--- config.mk ---
export PLATFORM = sky130hd
export DESIGN_NAME = motion_command_priority_fsm
export DESIGN_NICKNAME = d
export VERILOG_FILES = /design/src/motion_pkg.sv /design/src/fault_if.sv /design/src/fault_monitor.sv /design/src/motion_command_priority_fsm.sv
export SDC_FILE = /design/constraint.sdc
export NUM_CORES = 1
export LEC_CHECK = 0
export BUFFER_PORTS_ARGS = -buffer_cell sky130_fd_sc_hd__buf_2
export CAP_MARGIN = 10
export CORE_AREA = 2 2 76 78
export CTS_CLUSTER_SIZE = 40
export DETAILED_ROUTE_END_ITERATION = 7
export DIE_AREA = 0 0 78 80
export HOLD_SLACK_MARGIN = 0.03
export PLACE_DENSITY = 0.62
export SLEW_MARGIN = 20
export SYNTH_ARGS = -nofsm -noshare
export SYNTH_HDL_FRONTEND = slang
export SYNTH_SLANG_ARGS = --single-unit
--- constraint.sdc ---
create_clock -name mclk -period 3.7 [get_ports mclk]
set_clock_uncertainty 0.05 [all_clocks]
set_input_delay 0 -clock mclk [delete_from_list [all_inputs] [get_ports mclk]]
set_output_delay 0 -clock mclk [all_outputs]
set_load 0.05 [all_outputs]
--- src/motion_pkg.sv ---
/*
   shared types and constants of the motion command state machine:
   motion states, the synchroniser bit map of the monitor pins, state
   records and their reset values.
   assumes one clock (mclk) and one asynchronous active-low reset.
*/
package motion_pkg;

   // =========================================================
   // widths
   localparam int POS_W = 16;            // position word width
   localparam int MON_W = 5;             // number of monitor pins

   // =========================================================
   // bit positions of the monitor pins in the sync vector
   localparam int MON_UV_SHUTDOWN = 0;   // below undervoltage_shutdown_threshold
   localparam int MON_UV_WARNING  = 1;   // below undervoltage_warning_threshold
   localparam int MON_THERMAL     = 2;   // thermal shutdown comparator
   localparam int MON_ELEC_DEFECT = 3;   // short / open circuit detector
   localparam int MON_PUMP_FAIL   = 4;   // charge pump failure

   // =========================================================
   // motion states, gray along stopped-move-decel-halt-shutdown
   typedef enum logic [2:0] {
      ST_STOPPED             = 3'h0,
      ST_MOVING_TO_TARGET    = 3'h1,
      ST_DECELERATING_HALT   = 3'h3,
      ST_IMMEDIATE_HALT      = 3'h2,
      ST_SHUTDOWN            = 3'h6,
      ST_REFERENCE_SEARCH    = 3'h4
   } motion_state_t;

   // =========================================================
   // state records
   typedef struct packed {
      motion_state_t      state;          // current motion state
      logic [POS_W-1:0]   target;         // target_position_register
   } ctrl_state_t;

   typedef struct packed {
      logic [MON_W-1:0]   sync1;          // first synchroniser stage
      logic [MON_W-1:0]   sync2;          // second synchroniser stage
   } mon_state_t;

   // =========================================================
   // reset values; power-up lands in shutdown until status is read
   localparam logic [POS_W-1:0] TARGET_RESET = 16'h0000;
   localparam logic [MON_W-1:0] MON_RESET    = 5'h00;
   localparam ctrl_state_t CTRL_RESET = '{state: ST_SHUTDOWN, target: TARGET_RESET};
   localparam mon_state_t  MONS_RESET = '{sync1: MON_RESET, sync2: MON_RESET};

endpackage

--- src/fault_if.sv ---
/*
   carrier between the supply/fault monitor and the motion controller.
   assumes both ends run on mclk.
*/
`timescale 1ns/1ps

interface fault_if;
   logic shutdown_cause;        // any cause of motor shutdown active
   logic internal_halt;         // internally generated immediate halt
   logic low_voltage_warning;   // battery below warning threshold

   // =========================================================
   // monitor drives, controller listens
   modport monitor (output shutdown_cause, output internal_halt, output low_voltage_warning);
   modport ctrl    (input  shutdown_cause, input  internal_halt, input  low_voltage_warning);
endinterface

--- src/fault_monitor.sv ---
/*
   synchronises the asynchronous comparator and detector pins and turns
   them into shutdown cause, internal halt and low-voltage warning.
   assumes the pins are static levels from analog circuits, not mclk logic.
*/
`timescale 1ns/1ps

module fault_monitor (
   input  wire logic                          mclk,      // system clock
   input  wire logic                          rstn,      // async reset, active low
   input  wire logic [motion_pkg::MON_W-1:0]  mon_pins,  // raw monitor levels
   fault_if.monitor                           flt        // conditioned results
);

   // =========================================================
   // state
   motion_pkg::mon_state_t st;       // registered copy
   motion_pkg::mon_state_t next_st;  // next value

   // two stages; only the second stage is ever decoded
   always_comb begin
      next_st       = st;
      next_st.sync1 = mon_pins;
      next_st.sync2 = st.sync1;
   end

   // register the record
   always_ff @(posedge mclk or negedge rstn) begin
      if (!rstn) begin
         st <= motion_pkg::MONS_RESET;
      end else begin
         st <= next_st;
      end
   end

   // =========================================================
   // decode of the synchronised levels
   // any of these forces shutdown
   assign flt.shutdown_cause = st.sync2[motion_pkg::MON_UV_SHUTDOWN] | st.sync2[motion_pkg::MON_THERMAL] |
                               st.sync2[motion_pkg::MON_ELEC_DEFECT] | st.sync2[motion_pkg::MON_PUMP_FAIL];
   // defect or overheating also raises the halt
   assign flt.internal_halt = st.sync2[motion_pkg::MON_ELEC_DEFECT] | st.sync2[motion_pkg::MON_THERMAL];
   // warning only, never a shutdown by itself
   assign flt.low_voltage_warning = st.sync2[motion_pkg::MON_UV_WARNING];
endmodule

--- src/motion_command_priority_fsm.sv ---
/*
   motion state machine of the stepper controller: arbitrates decoded
   serial commands and internal events by priority, tracks the target
   position and drives bridge, hold current and ramp controls.
   assumes command strobes are one-cycle pulses from the serial decoder
   on mclk; ramp and position signals come from mclk logic; monitor pins
   are asynchronous.
*/
`timescale 1ns/1ps

// Summary of operation
// - undervoltage below shutdown threshold enters shutdown
// - below warning threshold raises low-voltage warning
// - command priority depends on state and flags
// - step loss blocks target and safe-position commands
// - halt from host or internal fault
// - starting a move enters moving-to-target state
// - moving exits only on halts, arrival or shutdown
// - immediate halt beats every other exit except shutdown
// - arrival acts only without any halt
// - shutdown entry: bridges off, target takes actual
// - leave shutdown on cleared causes plus status read
module motion_command_priority_fsm (
   input  wire logic                          mclk,                      // 100 MHz system clock
   input  wire logic                          rstn,                      // async reset, active low
   input  wire logic [motion_pkg::MON_W-1:0]  mon_pins,                  // async comparator levels
   input  wire logic                          cmd_set_target_position,   // set_target_position_cmd strobe
   input  wire logic                          cmd_goto_safe_position,    // goto_safe_position_cmd strobe
   input  wire logic                          cmd_immediate_halt,        // immediate_halt strobe
   input  wire logic                          cmd_decelerating_halt,     // decelerating_halt strobe
   input  wire logic                          cmd_reference_search,      // start reference search strobe
   input  wire logic                          cmd_read_status_one,       // read_status_one_cmd strobe
   input  wire logic [motion_pkg::POS_W-1:0]  cmd_position,              // position of set target command
   input  wire logic [motion_pkg::POS_W-1:0]  safe_position,             // programmed safe position
   input  wire logic [motion_pkg::POS_W-1:0]  actual_position_register,  // live motor position
   input  wire logic                          step_loss_flag,            // stall detected, level
   input  wire logic                          target_reached,            // ramp arrived at target
   input  wire logic                          ramp_speed_zero,           // ramp speed down to zero
   input  wire logic                          reference_done,            // reference search finished
   output logic      [2:0]                    motor_state,               // current motion state code
   output logic      [motion_pkg::POS_W-1:0]  target_position_register,  // current target
   output logic                               bridge_hi_z,               // h-bridges high impedance
   output logic                               hold_current,              // hold current in coils
   output logic                               ramp_run,                  // ramp drives toward target
   output logic                               ramp_decel,                // ramp decelerates to zero
   output logic                               low_voltage_warning        // battery below warning threshold
);

   // =========================================================
   // monitor instance
   fault_if flt ();                            // conditioned fault levels

   fault_monitor u_monitor (
      .mclk     (mclk),
      .rstn     (rstn),
      .mon_pins (mon_pins),
      .flt      (flt.monitor)
   );

   // =========================================================
   // state record and request terms
   motion_pkg::ctrl_state_t st;                // registered state
   motion_pkg::ctrl_state_t next_st;           // next value
   logic                    halt_req;          // host or internal halt
   logic                    pos_cmd_ok;        // positioning allowed

   // both halt sources share one path
   assign halt_req   = cmd_immediate_halt | flt.internal_halt;
   // positioning commands dropped while stalled
   assign pos_cmd_ok = ~step_loss_flag;

   // =========================================================
   // priority encoder; shutdown outranks everything
   always_comb begin
      next_st = st;
      if (flt.shutdown_cause) begin
         // copy only on entry so the target freezes inside
         if (st.state != motion_pkg::ST_SHUTDOWN) begin
            next_st.target = actual_position_register;
         end
         next_st.state = motion_pkg::ST_SHUTDOWN;
      end else begin
         case (st.state)
            motion_pkg::ST_STOPPED: begin
               if (halt_req) begin
                  next_st.state = motion_pkg::ST_IMMEDIATE_HALT;
               end else if (cmd_reference_search) begin
                  next_st.state = motion_pkg::ST_REFERENCE_SEARCH;
               end else if (cmd_set_target_position && pos_cmd_ok) begin
                  next_st.state  = motion_pkg::ST_MOVING_TO_TARGET;
                  next_st.target = cmd_position;
               end else if (cmd_goto_safe_position && pos_cmd_ok) begin
                  next_st.state  = motion_pkg::ST_MOVING_TO_TARGET;
                  next_st.target = safe_position;
               end
            end
            motion_pkg::ST_MOVING_TO_TARGET: begin
               // three exits, highest first
               if (halt_req) begin
                  next_st.state = motion_pkg::ST_IMMEDIATE_HALT;
               end else if (cmd_decelerating_halt) begin
                  next_st.state = motion_pkg::ST_DECELERATING_HALT;
               end else if (target_reached) begin
                  next_st.state = motion_pkg::ST_STOPPED;
               end else if (cmd_set_target_position && pos_cmd_ok) begin
                  // on-the-fly retarget, state unchanged
                  next_st.target = cmd_position;
               end else if (cmd_goto_safe_position && pos_cmd_ok) begin
                  next_st.target = safe_position;
               end
            end
            motion_pkg::ST_REFERENCE_SEARCH: begin
               // not interruptible except by halt or shutdown
               if (halt_req) begin
                  next_st.state = motion_pkg::ST_IMMEDIATE_HALT;
               end else if (reference_done) begin
                  next_st.state = motion_pkg::ST_STOPPED;
               end
            end
            motion_pkg::ST_DECELERATING_HALT: begin
               // ramp runs down, then hold current
               if (halt_req) begin
                  next_st.state = motion_pkg::ST_IMMEDIATE_HALT;
               end else if (ramp_speed_zero) begin
                  next_st.state = motion_pkg::ST_STOPPED;
               end
            end
            motion_pkg::ST_IMMEDIATE_HALT: begin
               // a status read releases the forced stop
               if (cmd_read_status_one && !halt_req) begin
                  next_st.state = motion_pkg::ST_STOPPED;
               end
            end
            motion_pkg::ST_SHUTDOWN: begin
               // causes already clear on this path
               if (cmd_read_status_one) begin
                  next_st.state = motion_pkg::ST_STOPPED;
               end
            end
            default: begin
               // unknown code: fail safe
               next_st.state = motion_pkg::ST_SHUTDOWN;
            end
         endcase
      end
   end

   // register the record
   always_ff @(posedge mclk or negedge rstn) begin
      if (!rstn) begin
         st <= motion_pkg::CTRL_RESET;
      end else begin
         st <= next_st;
      end
   end

   // =========================================================
   // outputs, decoded from state flops
   assign motor_state              = st.state;
   assign target_position_register = st.target;
   // bridges floated only in shutdown
   assign bridge_hi_z              = (st.state == motion_pkg::ST_SHUTDOWN);
   assign hold_current             = (st.state == motion_pkg::ST_STOPPED);
   assign ramp_run                 = (st.state == motion_pkg::ST_MOVING_TO_TARGET) ||
                                     (st.state == motion_pkg::ST_REFERENCE_SEARCH);
   assign ramp_decel               = (st.state == motion_pkg::ST_DECELERATING_HALT);
   assign low_voltage_warning      = flt.low_voltage_warning;
endmodule

==> metrics.txt, run 1 <==
# TYPE chip_impl_metric gauge
chip_impl_info{name="run_status",value="finished, final reports clean"} 1
chip_impl_metric{name="number_of_antenna_violations_at_the_first_check_in_global_routing",unit=""} 0
chip_impl_metric{name="area_growth_syn_to_layout",unit="%"} 58.71
chip_impl_metric{name="drt-pass1-iter-count",unit=""} 5
chip_impl_info{name="criticalPathCategory",value="flip-flop to flip-flop"} 1
chip_impl_metric{name="die-width",unit="µm"} 78
chip_impl_metric{name="syn-cell-area",unit="mm²"} 0.001573
chip_impl_info{name="layout_commonest_cell",value="sky130_fd_sc_hd__buf_2"} 1
chip_impl_metric{name="synth_fp_nets",unit=""} 198
chip_impl_metric{name="synth-warning-count",unit=""} 0
chip_impl_metric{name="initialDrtViolationCount",unit=""} 99
chip_impl_info{name="clock-root-buffer",value="sky130_fd_sc_hd__clkbuf_8"} 1
chip_impl_metric{name="ant_nets",unit=""} 0
chip_impl_metric{name="synth_sequential_area_ratio",unit=""} 0.4630
chip_impl_metric{name="setup-tns-final",unit="ns"} 0
chip_impl_metric{name="fp-row-count",unit=""} 27
chip_impl_metric{name="worst_slew_pin_slew",unit="ns"} 0.9667
chip_impl_metric{name="cts.htree.levels",unit=""} 2
chip_impl_metric{name="post-route-min-period",unit="ns"} 2.966
chip_impl_metric{name="drc",unit=""} 0
chip_impl_metric{name="first_global_vias",unit=""} 1419
chip_impl_metric{name="cts_buffer_depth",unit=""} 2
chip_impl_metric{name="pin_count",unit=""} 89
chip_impl_metric{name="postRouteWirelength",unit="µm"} 4114
chip_impl_metric{name="dieArea",unit="mm²"} 0.006240
chip_impl_metric{name="global_route_wire_length_before_repair",unit="µm"} 6513
chip_impl_metric{name="worst-path-max-fanout",unit=""} 17
chip_impl_metric{name="finalSetupViolCount",unit=""} 0
chip_impl_metric{name="instances_no_fill",unit=""} 328
chip_impl_metric{name="maxCapViolations",unit=""} 0
chip_impl_metric{name="count_of_vias_placed_by_the_detailed_router",unit=""} 1504
chip_impl_metric{name="nFillCells",unit=""} 526
chip_impl_info{name="worstHoldPathType",value="input pin to flip-flop"} 1
chip_impl_info{name="worst_setup_path_end_kind",value="flip-flop"} 1
chip_impl_metric{name="floorplan.initialDensity",unit=""} 0.2910
chip_impl_metric{name="clock_sinks",unit=""} 29
chip_impl_metric{name="cp.arrival",unit="ns"} 3.07
chip_impl_metric{name="gpl.final_weighted_congestion",unit=""} 0.8713
chip_impl_metric{name="worstPathRequired",unit="ns"} 3.81
chip_impl_metric{name="gr-total-overflow",unit=""} 0
chip_impl_metric{name="grt_max_degree",unit=""} 30
chip_impl_metric{name="layout-drive-gt1-share",unit=""} 0.5273
chip_impl_metric{name="antenna-diode-count",unit=""} 0
chip_impl_info{name="worst_setup_path_start_kind",value="flip-flop"} 1
chip_impl_metric{name="grt_util_all_layers",unit=""} 0.1330
chip_impl_metric{name="powerDensity",unit="mW/mm²"} 430.0
chip_impl_metric{name="synthesis.area_per_instance",unit="µm²"} 11.83
chip_impl_metric{name="place_hpwl",unit="µm"} 2871
chip_impl_metric{name="slew_violations",unit=""} 0
chip_impl_metric{name="io_buffer_count",unit=""} 88
chip_impl_metric{name="cts_made_buffers",unit=""} 5
chip_impl_metric{name="routed_wire_length_per_instance",unit="µm"} 12.54
chip_impl_info{name="grt_setup_unrepaired",value="no"} 1
chip_impl_metric{name="totalPowerFinal",unit="mW"} 1.073
chip_impl_metric{name="max_freq",unit="GHz"} 0.3372
chip_impl_metric{name="ys_seq_elements",unit=""} 29
chip_impl_metric{name="timing.final.crit_share",unit=""} 0.8016
chip_impl_metric{name="vdd_drop_max",unit="V"} 0.0002558
chip_impl_info{name="final_cell_mix",value="88 x sky130_fd_sc_hd__buf_2, 36 x sky130_fd_sc_hd__dlygate4sd3_1, 27 x sky130_fd_sc_hd__dfrtp_1"} 1
chip_impl_info{name="tritoncts_clock_tree",value="done"} 1
chip_impl_metric{name="p_leak",unit="nW"} 1.196
chip_impl_metric{name="clk-insertion-delay-late",unit="ns"} 0.28
chip_impl_metric{name="cell_count_after_placement",unit=""} 284
chip_impl_metric{name="final_hold_viols",unit=""} 0
chip_impl_metric{name="fp.coreArea",unit="mm²"} 0.005405
chip_impl_metric{name="die_height",unit="µm"} 80
chip_impl_metric{name="slew-limit-headroom",unit=""} 0.3531
chip_impl_metric{name="post-cts-setup-buffer-count",unit=""} 0
chip_impl_metric{name="detail_route.vias_per_cell",unit=""} 4.585
chip_impl_metric{name="synth_cell_types",unit=""} 41
chip_impl_metric{name="final_layout_net_count",unit=""} 320
chip_impl_metric{name="postSynthCellCount",unit=""} 133
chip_impl_metric{name="clkTransAtPathRegs",unit="ns"} 0.07
-- stage by stage --
step | util | setup WS (ns) | hold slack, ns | cell area [µm²]
global route | 0.4618 | 0.4199 | 0.05128 | 2496
CTS | 0.4618 | 0.6473 | 0.03367 | 2496
finish | 0.4618 | 0.7340 | 0.04206 | 2496
floorplan | - | 1.255 | -0.3456 | 1573
global placement | 0.3782 | 1.249 | 0.004692 | 2044
detailed placement | 0.3782 | 1.195 | 0.01001 | 2044
-- worst max-delay path, cell delays in order (launching register included) --
cell	delay [ns]
sky130_fd_sc_hd__dfrtp_1	0.58
sky130_fd_sc_hd__and3b_1	0.24
sky130_fd_sc_hd__nor2_1	0.74
sky130_fd_sc_hd__a31oi_4	0.23
sky130_fd_sc_hd__a221o_2	0.45
sky130_fd_sc_hd__dlygate4sd3_1	0.55
-- routing by layer --
layer  routed length [µm]  up-vias  part of all wire  global-route usage
met5                    0        -                 0                   0
met4                   18        0            0.0044             0.03333
met3                  284        3             0.069             0.03281
met2                 1959       63              0.48              0.2138
met1                 1852      696              0.45              0.1796
li1                     -      742                 -                   -
-- report_power, final --
part	internal [mW]	switching, mW	total [mW]
sequential	0.369	0.0303	0.399
clock	0.132	0.127	0.258
combinational	0.173	0.243	0.416
total	0.673	0.400	1.07
-- layout make-up --
cell class | instances | area [µm²] | area share
clock buffers | 5 | 68.82 | 0.02757
clock inverters | 3 | 22.52 | 0.009023
inverters | 5 | 18.77 | 0.007519
multi-input cells | 90 | 767.0 | 0.3073
flip-flops and latches | 29 | 728.2 | 0.2917
well taps | 72 | 90.09 | 0.03609
repair buffers | 124 | 800.8 | 0.3208
-- sequential cells by signal, indices dropped and copies added, names as in the netlist --
signal                             flops
target_position_register              16
u_monitor.next_st                      5
u_monitor.st                           4
motor_state                            3
u_monitor.flt.low_voltage_warning      1
-- what timing repair did --
item	in CTS	in global routing
endpoints found under the hold margin	49	0
gates resized for setup	0	0
hold buffers	36	0
setup endpoints to repair	0	0
-- worst paths after layout --
path,startpoint,end,slack [ns],cells past startpoint
max in group asynchronous,rstn,target_position_register[0],2.95,2
hold reg to reg,u_monitor.next_st[0],u_monitor.st[0],0.30,0
hold / removal,cmd_position[2],target_position_register[2],0.04,3
setup / recovery,motor_state[0],target_position_register[0],0.73,5
setup reg to reg,motor_state[0],target_position_register[0],0.73,5
min in group asynchronous,rstn,motor_state[0],0.23,2
-- cell usage after synthesis, drive strengths merged --
master	count	area, µm²
nor4	1	21.27
nand2	5	18.77
inv	5	18.77
o22ai	1	6.260
dfstp	2	52.55
nand4	1	6.260
a21oi	3	15.01
and3	2	13.77
o21bai	1	7.510
nor3	3	26.28
clkbuf	3	11.26
o211ai	1	7.510
and3b	1	8.760
a211o	1	8.760
nor2b	1	6.260
o21ai	3	18.77
or3b	2	17.52
nand3	3	15.01
buf	6	47.54
dfrtp	27	675.7
or4b	1	10.01
a31o	1	8.760
o2bb2ai	1	8.760
a221o	16	167.7
o221ai	1	8.760
nand2b	2	12.51
a31oi	2	27.53
mux2	16	180.2
nor2	3	18.77
or3	1	11.26
or4	1	11.26
and2	16	103.9
-- cell families after synthesis --
kind of cell	Yosys count	synth area share
buffers and inverters	14	0.04932
and+or+nand+nor	43	0.1917
DFF	29	0.4630
AOI/OAI and AO/OA	31	0.1814
muxes	16	0.1146
No activity file was read; power rests on OpenSTA's default activity.
==> run 2: changes to the inputs <==
==> constraint.sdc (replaced) <==
create_clock -name mclk -period 2.97 [get_ports mclk]
set_clock_uncertainty 0.05 [all_clocks]
set_input_delay 0 -clock mclk [delete_from_list [all_inputs] [get_ports mclk]]
set_output_delay 0 -clock mclk [all_outputs]
set_load 0.05 [all_outputs]
==> metrics.txt, run 2 (synthesized netlist as in run 1, its figures left out) <==
# TYPE chip_impl_metric gauge
chip_impl_info{name="run_status",value="finished, final reports clean"} 1
chip_impl_metric{name="grt_util_all_layers",unit=""} 0.1388
chip_impl_metric{name="final_hold_viols",unit=""} 0
chip_impl_info{name="clock-root-buffer",value="sky130_fd_sc_hd__clkbuf_8"} 1
chip_impl_metric{name="timing.final.crit_share",unit=""} 0.8708
chip_impl_info{name="tritoncts_clock_tree",value="done"} 1
chip_impl_metric{name="drc",unit=""} 0
chip_impl_info{name="worst_setup_path_end_kind",value="flip-flop"} 1
chip_impl_metric{name="gr-total-overflow",unit=""} 0
chip_impl_metric{name="vdd_drop_max",unit="V"} 0.0002639
chip_impl_metric{name="routed_wire_length_per_instance",unit="µm"} 12.97
chip_impl_metric{name="post-route-util",unit=""} 0.4581
chip_impl_metric{name="count_of_vias_placed_by_the_detailed_router",unit=""} 1498
chip_impl_metric{name="ant_nets",unit=""} 0
chip_impl_metric{name="slew-limit-headroom",unit=""} 0.4065
chip_impl_metric{name="place_hpwl",unit="µm"} 2910
chip_impl_metric{name="clkTransAtPathRegs",unit="ns"} 0.07
chip_impl_metric{name="cp_slowest_stage_delay",unit="ns"} 0.56
chip_impl_info{name="timing.critical_path.cells",value="and3b_1 > nor2_2 > a31oi_4 > a221o_2 > dlygate4sd3_1"} 1
chip_impl_metric{name="area_growth_syn_to_layout",unit="%"} 57.44
chip_impl_metric{name="initialDrtViolationCount",unit=""} 92
chip_impl_info{name="critPathTopFamily",value="simple AND/OR/NAND/NOR gates"} 1
chip_impl_metric{name="clk-insertion-delay-late",unit="ns"} 0.28
chip_impl_metric{name="final_layout_net_count",unit=""} 318
chip_impl_metric{name="global_route_wire_length_before_repair",unit="µm"} 6851
chip_impl_metric{name="cts_made_buffers",unit=""} 5
chip_impl_metric{name="clock_sinks",unit=""} 29
chip_impl_metric{name="worstPathRequired",unit="ns"} 3.08
chip_impl_metric{name="fp.coreArea",unit="mm²"} 0.005405
chip_impl_metric{name="gpl.final_weighted_congestion",unit=""} 0.8756
chip_impl_metric{name="pin_count",unit=""} 89
chip_impl_metric{name="cp.arrival",unit="ns"} 2.69
chip_impl_metric{name="fp-row-count",unit=""} 27
chip_impl_metric{name="number_of_antenna_violations_at_the_first_check_in_global_routing",unit=""} 0
chip_impl_metric{name="post-route-min-period",unit="ns"} 2.586
chip_impl_metric{name="worst_slew_pin_slew",unit="ns"} 0.8903
chip_impl_metric{name="first_global_vias",unit=""} 1482
chip_impl_metric{name="p_leak",unit="nW"} 1.186
chip_impl_metric{name="max_ffs_per_register",unit=""} 16
chip_impl_metric{name="max_freq",unit="GHz"} 0.3867
chip_impl_metric{name="powerDensity",unit="mW/mm²"} 536.1
chip_impl_info{name="layout_commonest_cell",value="sky130_fd_sc_hd__buf_2"} 1
chip_impl_metric{name="finalSetupViolCount",unit=""} 0
chip_impl_info{name="worst_setup_path_start_kind",value="flip-flop"} 1
chip_impl_metric{name="drt-pass1-iter-count",unit=""} 4
chip_impl_metric{name="setup-tns-final",unit="ns"} 0
chip_impl_metric{name="crit_buf_inv",unit=""} 1
chip_impl_metric{name="io_buffer_count",unit=""} 88
chip_impl_metric{name="dieArea",unit="mm²"} 0.006240
chip_impl_metric{name="detail_route.vias_per_cell",unit=""} 4.595
chip_impl_metric{name="die-width",unit="µm"} 78
chip_impl_metric{name="die_height",unit="µm"} 80
chip_impl_metric{name="slew_violations",unit=""} 0
chip_impl_metric{name="worst-path-max-fanout",unit=""} 17
chip_impl_info{name="criticalPathCategory",value="flip-flop to flip-flop"} 1
chip_impl_metric{name="cts_buffer_depth",unit=""} 2
chip_impl_info{name="final_cell_mix",value="88 x sky130_fd_sc_hd__buf_2, 33 x sky130_fd_sc_hd__dlygate4sd3_1, 27 x sky130_fd_sc_hd__dfrtp_1"} 1
chip_impl_metric{name="grt_max_degree",unit=""} 30
chip_impl_metric{name="totalPowerFinal",unit="mW"} 1.328
chip_impl_info{name="worstHoldPathType",value="input pin to flip-flop"} 1
chip_impl_metric{name="cts.htree.levels",unit=""} 2
chip_impl_metric{name="floorplan.initialDensity",unit=""} 0.2910
chip_impl_info{name="grt_setup_unrepaired",value="no"} 1
chip_impl_metric{name="postRouteWirelength",unit="µm"} 4227
chip_impl_metric{name="maxCapViolations",unit=""} 0
chip_impl_info{name="timing.critical_path.slowest_stage_cell",value="sky130_fd_sc_hd__nor2_2"} 1
chip_impl_metric{name="antenna-diode-count",unit=""} 0
chip_impl_metric{name="layout-drive-gt1-share",unit=""} 0.5394
[run 2: where the power goes]
| part | internal (mW) | switching [mW] | total, mW | leakage, nW |
|---|---|---|---|---|
| logic | 0.203 | 0.302 | 0.505 | 0.801 |
| clock network | 0.164 | 0.163 | 0.327 | 0.0364 |
| registers | 0.459 | 0.0361 | 0.495 | 0.350 |
| total | 0.826 | 0.501 | 1.33 | 1.19 |
[run 2: repair_timing]
action                     CTS  global route
buffers inserted             0             0
gates resized for setup      0             1
hold buffers                33             0
setup endpoints to repair    0             8
hold endpoints to repair    49             0
[run 2: worst paths after layout]
| kind | start | end | slack [ns] | cells past startpoint |
|---|---|---|---|---|
| max in group asynchronous | rstn | target_position_register[11] | 2.23 | 2 |
| setup / recovery | motor_state[1] | target_position_register[13] | 0.38 | 5 |
| setup reg to reg | motor_state[1] | target_position_register[13] | 0.38 | 5 |
| hold / removal | cmd_position[11] | target_position_register[11] | 0.03 | 3 |
| min in group asynchronous | rstn | u_monitor.st[4] | 0.22 | 2 |
| hold reg to reg | u_monitor.next_st[4] | u_monitor.st[4] | 0.30 | 0 |
[run 2: routing by layer]
metal / share of wire / vias up / GRT usage
met5: 0 / - / 0
met3: 0.055 / 2 / 0.03507
li1: - / 736 / -
met1: 0.44 / 700 / 0.1705
met2: 0.50 / 60 / 0.2500
met4: 0.0017 / 0 / 0.02105
[run 2: area by class of cell]
type,instances,area [µm²]
clock buffer,5,68.82
clock inverter,3,22.52
fill,536,2929
inverter,5,18.77
multi-input combinational,90,769.5
sequential,29,728.2
tap,72,90.09
timing repair buffer,122,778.2
[run 2: tightest hold or removal path, stage by stage]
cell and delay, ns:
sky130_fd_sc_hd__buf_2 0.07, sky130_fd_sc_hd__mux2_2 0.13, sky130_fd_sc_hd__a221o_1 0.12
[run 2: through the flow]
stage	setup slack [ns]	instances	hold WS [ns]	area [µm²]
2_1_floorplan	0.5246	133	-0.3456	1573
3_3_place_gp	0.6916	285	0.003348	2052
3_5_place_dp	0.6587	285	0.01806	2052
4_1_cts	0.1061	326	0.03029	2474
5_1_grt	0.2507	326	0.04586	2476
6_report	0.3837	326	0.03479	2476
